File: config.mk
export PLATFORM = sky130hd
export DESIGN_NAME = tcs_timer
export DESIGN_NICKNAME = d
export VERILOG_FILES = /design/src/verilog/tcs_pkg.sv /design/src/verilog/tcs_timer.sv /design/src/verilog/tcs_buf.sv
export SDC_FILE = /design/constraint.sdc
export NUM_CORES = 1
export LEC_CHECK = 0
export BUFFER_PORTS_ARGS = -buffer_cell sky130_fd_sc_hd__buf_2
export CORE_MARGIN = 4
export CORE_UTILIZATION = 45
export DETAILED_ROUTE_END_ITERATION = 8
export HOLD_SLACK_MARGIN = 0.1
export PLACE_DENSITY = 0.73
export SLEW_MARGIN = 20
export SYNTH_ARGS = -nofsm -noshare
export SYNTH_HDL_FRONTEND = slang
export SYNTH_HIERARCHICAL = 1
export SYNTH_SLANG_ARGS = --single-unit
File: constraint.sdc
create_clock -name clk_sys_i -period 2.8 [get_ports clk_sys_i]
set_input_delay 0.14 -clock clk_sys_i [delete_from_list [all_inputs] [get_ports clk_sys_i]]
set_output_delay 0.14 -clock clk_sys_i [all_outputs]
set_load 0.02 [all_outputs]
File: src/verilog/tcs_pkg.sv
// Constants, register map and state codes of the 8-bit interval timer.
// Assumes a 32-bit APB slave port; register byte address is 4x index.
package tcs_pkg;

    // Register indices and their byte addresses
    localparam logic [7:0]  IDX_CTL  = 8'h42;
    localparam logic [7:0]  IDX_PLD  = 8'h43;
    localparam logic [7:0]  IDX_DAT  = 8'h44;
    localparam logic [11:0] ADDR_CTL = {2'h0, IDX_CTL, 2'h0};
    localparam logic [11:0] ADDR_PLD = {2'h0, IDX_PLD, 2'h0};
    localparam logic [11:0] ADDR_DAT = {2'h0, IDX_DAT, 2'h0};

    // Control register fields
    localparam int CTL_RXBIT = 0;
    localparam int CTL_TXBIT = 1;
    localparam int CTL_SDEN  = 2;
    localparam int CTL_CNTEN = 3;
    localparam int CTL_SEL0  = 4;
    localparam int CTL_TXSEL = 6;
    localparam int CTL_WAIT  = 7;
    localparam logic [7:0] CTL_WR_MASK = 8'h7e;

    // Count clock selections
    localparam logic [1:0] SEL_MCLK = 2'h0;
    localparam logic [1:0] SEL_ACLK = 2'h1;
    localparam logic [1:0] SEL_EXT  = 2'h2;
    localparam logic [1:0] SEL_AND  = 2'h3;

    // Reset values and counter maximum
    localparam logic [7:0] RST_CTL = 8'h00;
    localparam logic [7:0] RST_PLD = 8'h00;
    localparam logic [7:0] RST_CNT = 8'h00;
    localparam logic       RST_TX  = 1'b1;
    localparam logic [7:0] CNT_MAX = 8'hff;

    // Master clock is this multiple of the auxiliary clock after reset
    localparam int ACLK_DIV_DEF = 32;

    typedef enum logic [2:0] {
        ST_IDLE = 3'b001,
        ST_WAIT = 3'b010,
        ST_RUN  = 3'b100
    } tcs_state_t;

endpackage

File: src/verilog/tcs_timer.sv
// 8-bit interval timer/counter with start-bit detection and serial latches.
// Assumes an APB master on clk_sys_i and asynchronous pins on the far side.
//
// How it works
// - 8-bit up-counter, 8-bit preload and 8-bit control register.
// - Two control bits pick MCLK, ACLK, pin, or MCLK AND pin clock.
// - Writing the counter copies the preload into it, ignoring data.
// - Preload is read/write and may be rewritten right after a load.
// - Counter steps on each selected clock edge while enabled and the receive buffer has room.
// - With start detection on, counting waits for a start-bit edge.
// - At the end of every interval the serial input is sampled.
// - Carry-out clocks both the receive and transmit latches.
// - Transmit bit leaves one per interval; software frames the bits.
// - Count pin and serial output pin are shared with the port.
//
// Design decisions made here: the register offsets and register access over APB.
module tcs_timer
    import tcs_pkg::*;
#(
    parameter int ACLK_DIV  = ACLK_DIV_DEF,
    parameter int BUF_DEPTH = 2
) (
    input  wire logic        clk_sys_i,
    input  wire logic        sys_rst_i,
    input  wire logic        psel_i,
    input  wire logic        penable_i,
    input  wire logic        pwrite_i,
    input  wire logic [11:0] paddr_i,
    input  wire logic [31:0] pwdata_i,
    input  wire logic [3:0]  pstrb_i,
    output logic             pready_o,
    output logic [31:0]      prdata_o,
    output logic             pslverr_o,
    input  wire logic        ext_count_pin_i,
    input  wire logic        rx_serial_i,
    output logic             serial_out_pin_o,
    output logic             serial_out_sel_o,
    output logic             carry_o,
    output logic             rx_bit_o,
    output logic             rx_valid_o,
    input  wire logic        rx_ready_i
);
    typedef struct packed {
        logic [7:0]  cnt;
        logic [7:0]  pld;
        logic [7:0]  ctl;
        tcs_state_t  state;
        logic        rx_latch;
        logic        tx_latch;
        logic        carry;
        logic        ext_s1;
        logic        ext_s2;
        logic        ext_s3;
        logic        rx_s1;
        logic        rx_s2;
        logic        rx_s3;
        logic [7:0]  aclk_cnt;
        logic        aclk_en;
        logic        pready;
        logic        pslverr;
        logic [31:0] prdata;
    } tcs_st_t;

    tcs_st_t r;
    tcs_st_t n;

    logic       ext_rise;
    logic       rx_fall;
    logic       src;
    logic       tick;
    logic       roll;
    logic       acc;
    logic       done;
    logic       hit_ctl;
    logic       hit_pld;
    logic       hit_dat;
    logic       wr_ctl;
    logic       wr_pld;
    logic       wr_dat;
    logic       buf_ready;
    logic [1:0] sel;

    tcs_buf #(
        .W     (1),
        .DEPTH (BUF_DEPTH)
    ) u_rx_buf (
        .clk_sys_i   (clk_sys_i),
        .sys_rst_i   (sys_rst_i),
        .in_valid_i  (roll),
        .in_ready_o  (buf_ready),
        .in_data_i   (r.rx_s2),
        .out_valid_o (rx_valid_o),
        .out_ready_i (rx_ready_i),
        .out_data_o  (rx_bit_o)
    );

    always_comb begin
        n = r;
        // Pin synchronisers; only stage 2 and 3 feed logic
        n.ext_s1 = ext_count_pin_i;
        n.ext_s2 = r.ext_s1;
        n.ext_s3 = r.ext_s2;
        n.rx_s1  = rx_serial_i;
        n.rx_s2  = r.rx_s1;
        n.rx_s3  = r.rx_s2;
        ext_rise = r.ext_s2 && !r.ext_s3;
        rx_fall  = !r.rx_s2 && r.rx_s3;

        // Auxiliary clock as an enable pulse
        n.aclk_en = 1'b0;
        if (r.aclk_cnt == 8'(ACLK_DIV - 1)) begin
            n.aclk_cnt = 8'h00;
            n.aclk_en  = 1'b1;
        end else begin
            n.aclk_cnt = 8'(r.aclk_cnt + 8'h01);
        end

        sel = r.ctl[CTL_SEL0 +: 2];
        case (sel)
            SEL_MCLK: src = 1'b1;
            SEL_ACLK: src = r.aclk_en;
            SEL_EXT:  src = ext_rise;
            SEL_AND:  src = r.ext_s2;
            default:  src = 1'b0;
        endcase

        // APB: one wait state, then the completing edge
        acc     = psel_i && penable_i;
        done    = acc && r.pready;
        hit_ctl = (paddr_i == ADDR_CTL);
        hit_pld = (paddr_i == ADDR_PLD);
        hit_dat = (paddr_i == ADDR_DAT);
        wr_ctl  = done && pwrite_i && pstrb_i[0] && hit_ctl;
        wr_pld  = done && pwrite_i && pstrb_i[0] && hit_pld;
        wr_dat  = done && pwrite_i && hit_dat;
        n.pready  = acc && !r.pready;
        n.pslverr = 1'b0;
        n.prdata  = 32'h0000_0000;
        if (acc && !r.pready) begin
            n.pslverr = !(hit_ctl || hit_pld || hit_dat);
            if (hit_ctl) begin
                n.prdata[7:0] = {r.state == ST_WAIT,
                                 r.ctl[CTL_TXSEL:CTL_TXBIT], r.rx_latch};
            end else if (hit_pld) begin
                n.prdata[7:0] = r.pld;
            end else if (hit_dat) begin
                n.prdata[7:0] = r.cnt;
            end
        end
        if (wr_ctl) begin
            n.ctl = pwdata_i[7:0] & CTL_WR_MASK;
        end
        if (wr_pld) begin
            n.pld = pwdata_i[7:0];
        end

        // Counting stalls while the receive buffer is full
        tick = (r.state == ST_RUN) && r.ctl[CTL_CNTEN] && src
               && buf_ready;
        roll = tick && !wr_dat && (r.cnt == CNT_MAX);
        n.carry = 1'b0;
        if (wr_dat) begin
            n.cnt = r.pld;
        end else if (roll) begin
            n.cnt      = r.pld;
            n.carry    = 1'b1;
            n.rx_latch = r.rx_s2;
            n.tx_latch = r.ctl[CTL_TXBIT];
        end else if (tick) begin
            n.cnt = 8'(r.cnt + 8'h01);
        end

        case (r.state)
            ST_IDLE: begin
                if (r.ctl[CTL_CNTEN]) begin
                    n.state = r.ctl[CTL_SDEN] ? ST_WAIT : ST_RUN;
                end
            end
            ST_WAIT: begin
                if (!r.ctl[CTL_CNTEN]) begin
                    n.state = ST_IDLE;
                end else if (rx_fall) begin
                    n.state = ST_RUN;
                end
            end
            ST_RUN: begin
                if (!r.ctl[CTL_CNTEN]) begin
                    n.state = ST_IDLE;
                end
            end
            default: n.state = ST_IDLE;
        endcase
    end

    always_ff @(posedge clk_sys_i) begin
        if (sys_rst_i) begin
            r          <= '0;
            r.cnt      <= RST_CNT;
            r.pld      <= RST_PLD;
            r.ctl      <= RST_CTL;
            r.state    <= ST_IDLE;
            r.tx_latch <= RST_TX;
            r.rx_latch <= 1'b1;
            r.ext_s1   <= 1'b0;
            r.rx_s1    <= 1'b1;
            r.rx_s2    <= 1'b1;
            r.rx_s3    <= 1'b1;
        end else begin
            r <= n;
        end
    end

    assign pready_o         = r.pready;
    assign prdata_o         = r.prdata;
    assign pslverr_o        = r.pslverr;
    assign serial_out_pin_o = r.tx_latch;
    assign serial_out_sel_o = r.ctl[CTL_TXSEL];
    assign carry_o          = r.carry;
endmodule

File: src/verilog/tcs_buf.sv
// Small shift-style FIFO; entry 0 is the head and drives the output.
// Assumes both sides on clk_sys_i; out_valid/out_data come from flops.
module tcs_buf #(
    parameter int W     = 1,
    parameter int DEPTH = 2
) (
    input  wire logic         clk_sys_i,
    input  wire logic         sys_rst_i,
    input  wire logic         in_valid_i,
    output logic              in_ready_o,
    input  wire logic [W-1:0] in_data_i,
    output logic              out_valid_o,
    input  wire logic         out_ready_i,
    output logic [W-1:0]      out_data_o
);
    localparam int CW = $clog2(DEPTH + 1);

    typedef struct packed {
        logic [DEPTH-1:0][W-1:0] data;
        logic [CW-1:0]           cnt;
        logic                    vld;
    } tcs_buf_st_t;

    tcs_buf_st_t r;
    tcs_buf_st_t n;
    logic        push;
    logic        pop;
    logic [CW-1:0] wpos;

    assign in_ready_o  = (r.cnt != CW'(DEPTH));
    assign out_valid_o = r.vld;
    assign out_data_o  = r.data[0];

    always_comb begin
        n    = r;
        push = in_valid_i && in_ready_o;
        pop  = out_valid_o && out_ready_i;
        wpos = pop ? CW'(r.cnt - 1'b1) : r.cnt;
        if (pop) begin
            for (int i = 0; i < DEPTH - 1; i++) begin
                n.data[i] = r.data[i+1];
            end
        end
        if (push) begin
            n.data[wpos] = in_data_i;
        end
        n.cnt = CW'(r.cnt + CW'(push) - CW'(pop));
        n.vld = (n.cnt != '0);
    end

    always_ff @(posedge clk_sys_i) begin
        if (sys_rst_i) begin
            r <= '0;
        end else begin
            r <= n;
        end
    end
endmodule

==> Implementation_results.wiki <==
{| class="wikitable"
! Metric !! Value
|-
| Outcome || finished clean
|-
| Estimated wirelength of the detail-placed design || 4.50 mm
|-
| Synthesized cell area || 2830 um^2
|-
| Prevailing post-synth register cell || sky130_fd_sc_hd__dfxtp_1
|-
| Synth warn || 6
|-
| Critical path type || register to register
|-
| Highest-count cells in the layout ignoring fill and taps || 57 x sky130_fd_sc_hd__dfxtp_1, 44 x sky130_fd_sc_hd__nor2_1, 43 x sky130_fd_sc_hd__buf_2
|-
| Number of buffers and inverters on the critical path || 2
|-
| Series of cell instances along the critical path || inv_1 -> ha_1 -> inv_1 -> nand4_1 -> nor2_2 -> nand2_1 -> nor3_1 -> and2b_1 -> xnor2_1 -> ha_1 -> xor2_1 -> xnor2_1 -> a21oi_1
|-
| Final standard cell area without fillers || 3310 um^2
|-
| Biggest fanout along the worst timing path || 6
|-
| Routed wire length per instance || 13.9 um
|-
| Critical Path Max Stage Delay || 370 ps
|-
| Master cell of the clock root buffer || sky130_fd_sc_hd__clkbuf_8
|-
| Number of hold violations in the final report || 0
|-
| Global-route wire length before repair || 9.89 mm
|-
| Final weighted congestion in routability-driven placement || 0.985
|-
| Top cell family by delay on the critical path || simple AND/OR/NAND/NOR gates
|-
| Total negative setup slack || 0 ps
|-
| Core Footprint || 6030 um^2
|-
| Insertion delay of the later-clocked pin in the worst-skew pair || 330 ps
|-
| CP arrival || 2660 ps
|-
| Pin count of the biggest net entering global routing || 30
|-
| Power share of the clock group || 45.6%
|-
| Antenna violations before repair || 0
|-
| Number of vias per cell || 5.32
|-
| Overall die area || 7630 um^2
|-
| Fraction of layout instances using a drive strength above 1 || 20.4%
|-
| Sequential Power Share || 46.2%
|-
| Leading cell type in the layout, fill and taps excluded || sky130_fd_sc_hd__dfxtp_1
|-
| Switching fraction of total power || 23.6%
|-
| Growth of design area from synthesis to finish || 16.8%
|-
| Endpoints failing setup || 0
|-
| Worst Skew || 8.65 ps
|-
| CTS Buf Count || 9
|-
| Number of placement rows || 28
|-
| Instance count of the mapped netlist || 312
|-
| Sinks on the clock net || 58
|-
| Startpoint kind of the worst setup timing path || register
|-
| Min-Delay Path Class || input port to register
|-
| TritonCTS clock tree || done
|-
| CTS clock-pin slew for the worst setup and hold paths || 70 ps
|-
| Static leakage power || 1.35 nW
|-
| Count of nets after finishing || 423
|-
| Pwr per Cell Area || 565 nW/um^2
|-
| Post-CTS repair timing setup buffer count || 0
|-
| Ratio of final minimum period to clock period || 87.3%
|-
| Overall die height || 87.4 um
|-
| Final wirelength || 6.14 mm
|-
| Flop and latch count out of synthesis || 58
|-
| Ports placed on the boundary || 95
|-
| Actual slew at the worst max-slew pin || 643 ps
|-
| Post-synth EDFFs || 0
|-
| Highest clock rate || 0.409 GHz
|-
| Unrepaired setup endpoints after global routing || false
|-
| Critical path's slowest cell || sky130_fd_sc_hd__dfxtp_2
|-
| Endpoint class of the critical path || register
|-
| Worst ir drop on vdd || 447 uV
|-
| Detailed-routing iteration count for the pre-antenna-repair pass || 6
|-
| Initial core utilization || 47.0%
|-
| Iteration-0 DRC count of the detailed router || 226
|-
| Leftover overflow at the end of global routing || 0
|-
| Comb pwr share || 8.3%
|-
| Total of buffers placed on input and output ports || 43
|-
| Synth cell types || 53
|-
| Worst Path Required || 3020 ps
|-
| Antenna cell count || 0
|-
| Final max-slew violation count || 0
|-
| Width of the die || 87.4 um
|-
| Minimum period implied by the final worst setup slack || 2440 ps
|-
| Worst max-slew margin expressed relative to the limit || 56.0%
|-
| Total Routing Usage GR || 16.8%
|-
| Sequential share of the synthesized area || 41.0%
|-
| Via count of the routed design || 2358
|-
| Mean cell area of the mapped netlist || 9.08 um^2
|-
| DRC errors left || 0
|-
| Share of synthesized flip-flops with an asynchronous set or reset || 0%
|-
| Net Switching || 0.000442 W
|-
| Count of max-cap constraint violations || 0
|-
| CTS H-tree depth || 3
|-
| Maximum buffer depth of the clock tree || 2
|-
| Total internal power || 0.00143 W
|-
| Vias in the first global route || 2002
|-
| Antenna Nets Post-Route || 0
|-
| Post-Place Cell Area || 2990 um^2
|}
[through the flow]
stage | worst slack (ps) | hold slack [ps] | instances | power, W | util (%)
after global placement | 358 | 325 | 417 | 0.00102 | 49.6
final | 357 | 123 | 443 | 0.00187 | 54.9
after detailed placement | 325 | 324 | 417 | 0.00102 | 49.6
after floorplan | 626 | 207 | 335 | 0.00100 | -
after CTS | 271 | 119 | 443 | 0.00188 | 54.9
after global routing | 55.1 | 130 | 443 | 0.00195 | 54.9
[worst reg2reg max path, delay by kind of cell, from the launching register on]
family          cells  cell delay [ps]
fa+ha+maj           2              410
simple gates        5              840
buf+inv             2              120
flops               1              370
compound gates      1               90
xor+xnor            3              490
[cells by family after synthesis]
family | Yosys count | share of synthesized area (%)
AO/OA/AOI/OAI | 41 | 11.7
adder cells (fa/ha/maj) | 4 | 1.77
buffers and inverters | 50 | 10.9
XOR/XNOR | 9 | 2.78
other | 1 | 0.132
flip-flops | 58 | 41.0
multiplexers | 22 | 7.86
AND/OR/NAND/NOR | 127 | 23.9
[metal layers]
metal	GRT usage (%)	vias to the layer above	share of wire (%)
li1	-	1152	-
met1	23.0	1087	43
met2	24.5	106	46
met3	5.58	13	9.4
met4	6.42	0	1.6
met5	0	-	0
[registers in the layout, indices dropped and copies added, names as in the netlist]
register / cells
serial_out_pin_o: 1
u_rx_buf/out_valid_o: 1
r: 36
u_rx_buf/out_data_o: 1
serial_out_sel_o: 1
carry_o: 1
prdata_o: 8
u_rx_buf/r: 3
pslverr_o: 1
n: 4
pready_o: 1
[area by class of cell]
cell class | count | area [um^2]
timing repair buffer | 57 | 345
clock inverter | 5 | 77.6
clock buffer | 11 | 141
fill | 551 | 2720
inverter | 10 | 37.5
tap | 75 | 93.8
multi-input combinational | 227 | 1450
sequential | 58 | 1160
[path summary, 6_finish.rpt]
kind,slack [ps],from,cells after the start,endpoint
min,120,sys_rst_i,2,u_rx_buf/r[1]
max reg2reg,360,u_rx_buf/r[1],13,u_rx_buf/out_valid_o
min reg2reg,400,n[44],1,n[43]
max,360,u_rx_buf/r[1],13,u_rx_buf/out_valid_o
[power groups by stage]
stage               logic [W]  registers, W  clock network (W)
detailed placement   0.000142      0.000880                  0
global route         0.000173      0.000865           0.000913
finish               0.000154      0.000863           0.000851
floorplan            0.000117      0.000884                  0
CTS                  0.000155      0.000862           0.000867
global placement     0.000140      0.000879                  0
[Yosys cell counts, drive strengths merged, types with 2 or more instances]
cell,n,area [um^2]
xor2,5,43.8
a21oi,7,35.0
nor2,45,169
nand3,17,85.1
nand3b,2,15.0
nor4,4,25.0
nand2b,5,31.3
or2,3,18.8
a32o,2,20.0
nor3,6,52.6
mux2,2,22.5
nor2b,8,50.1
dfxtp,58,1160
o21ai,7,35.0
buf,34,250
a211oi,2,20.0
and3,7,43.8
nand2,13,51.3
a31oi,2,12.5
nand4,6,37.5
nor4b,2,23.8
mux2i,20,200
xnor2,4,35.0
inv,10,37.5
and4,3,28.8
clkbuf,6,22.5
a22oi,2,15.0
a222oi,7,70.1
o32ai,2,17.5
ha,4,50.1
or3,2,12.5
[repair_timing]
| item | 4_1_cts | 5_1_grt |
|---|---|---|
| hold buffers | 10 | 0 |
| gates resized for setup | 0 | 2 |
| setup endpoints to repair | 0 | 2 |
| endpoints found under the hold margin | 16 | 0 |
(Power assumes the default switching activity.)
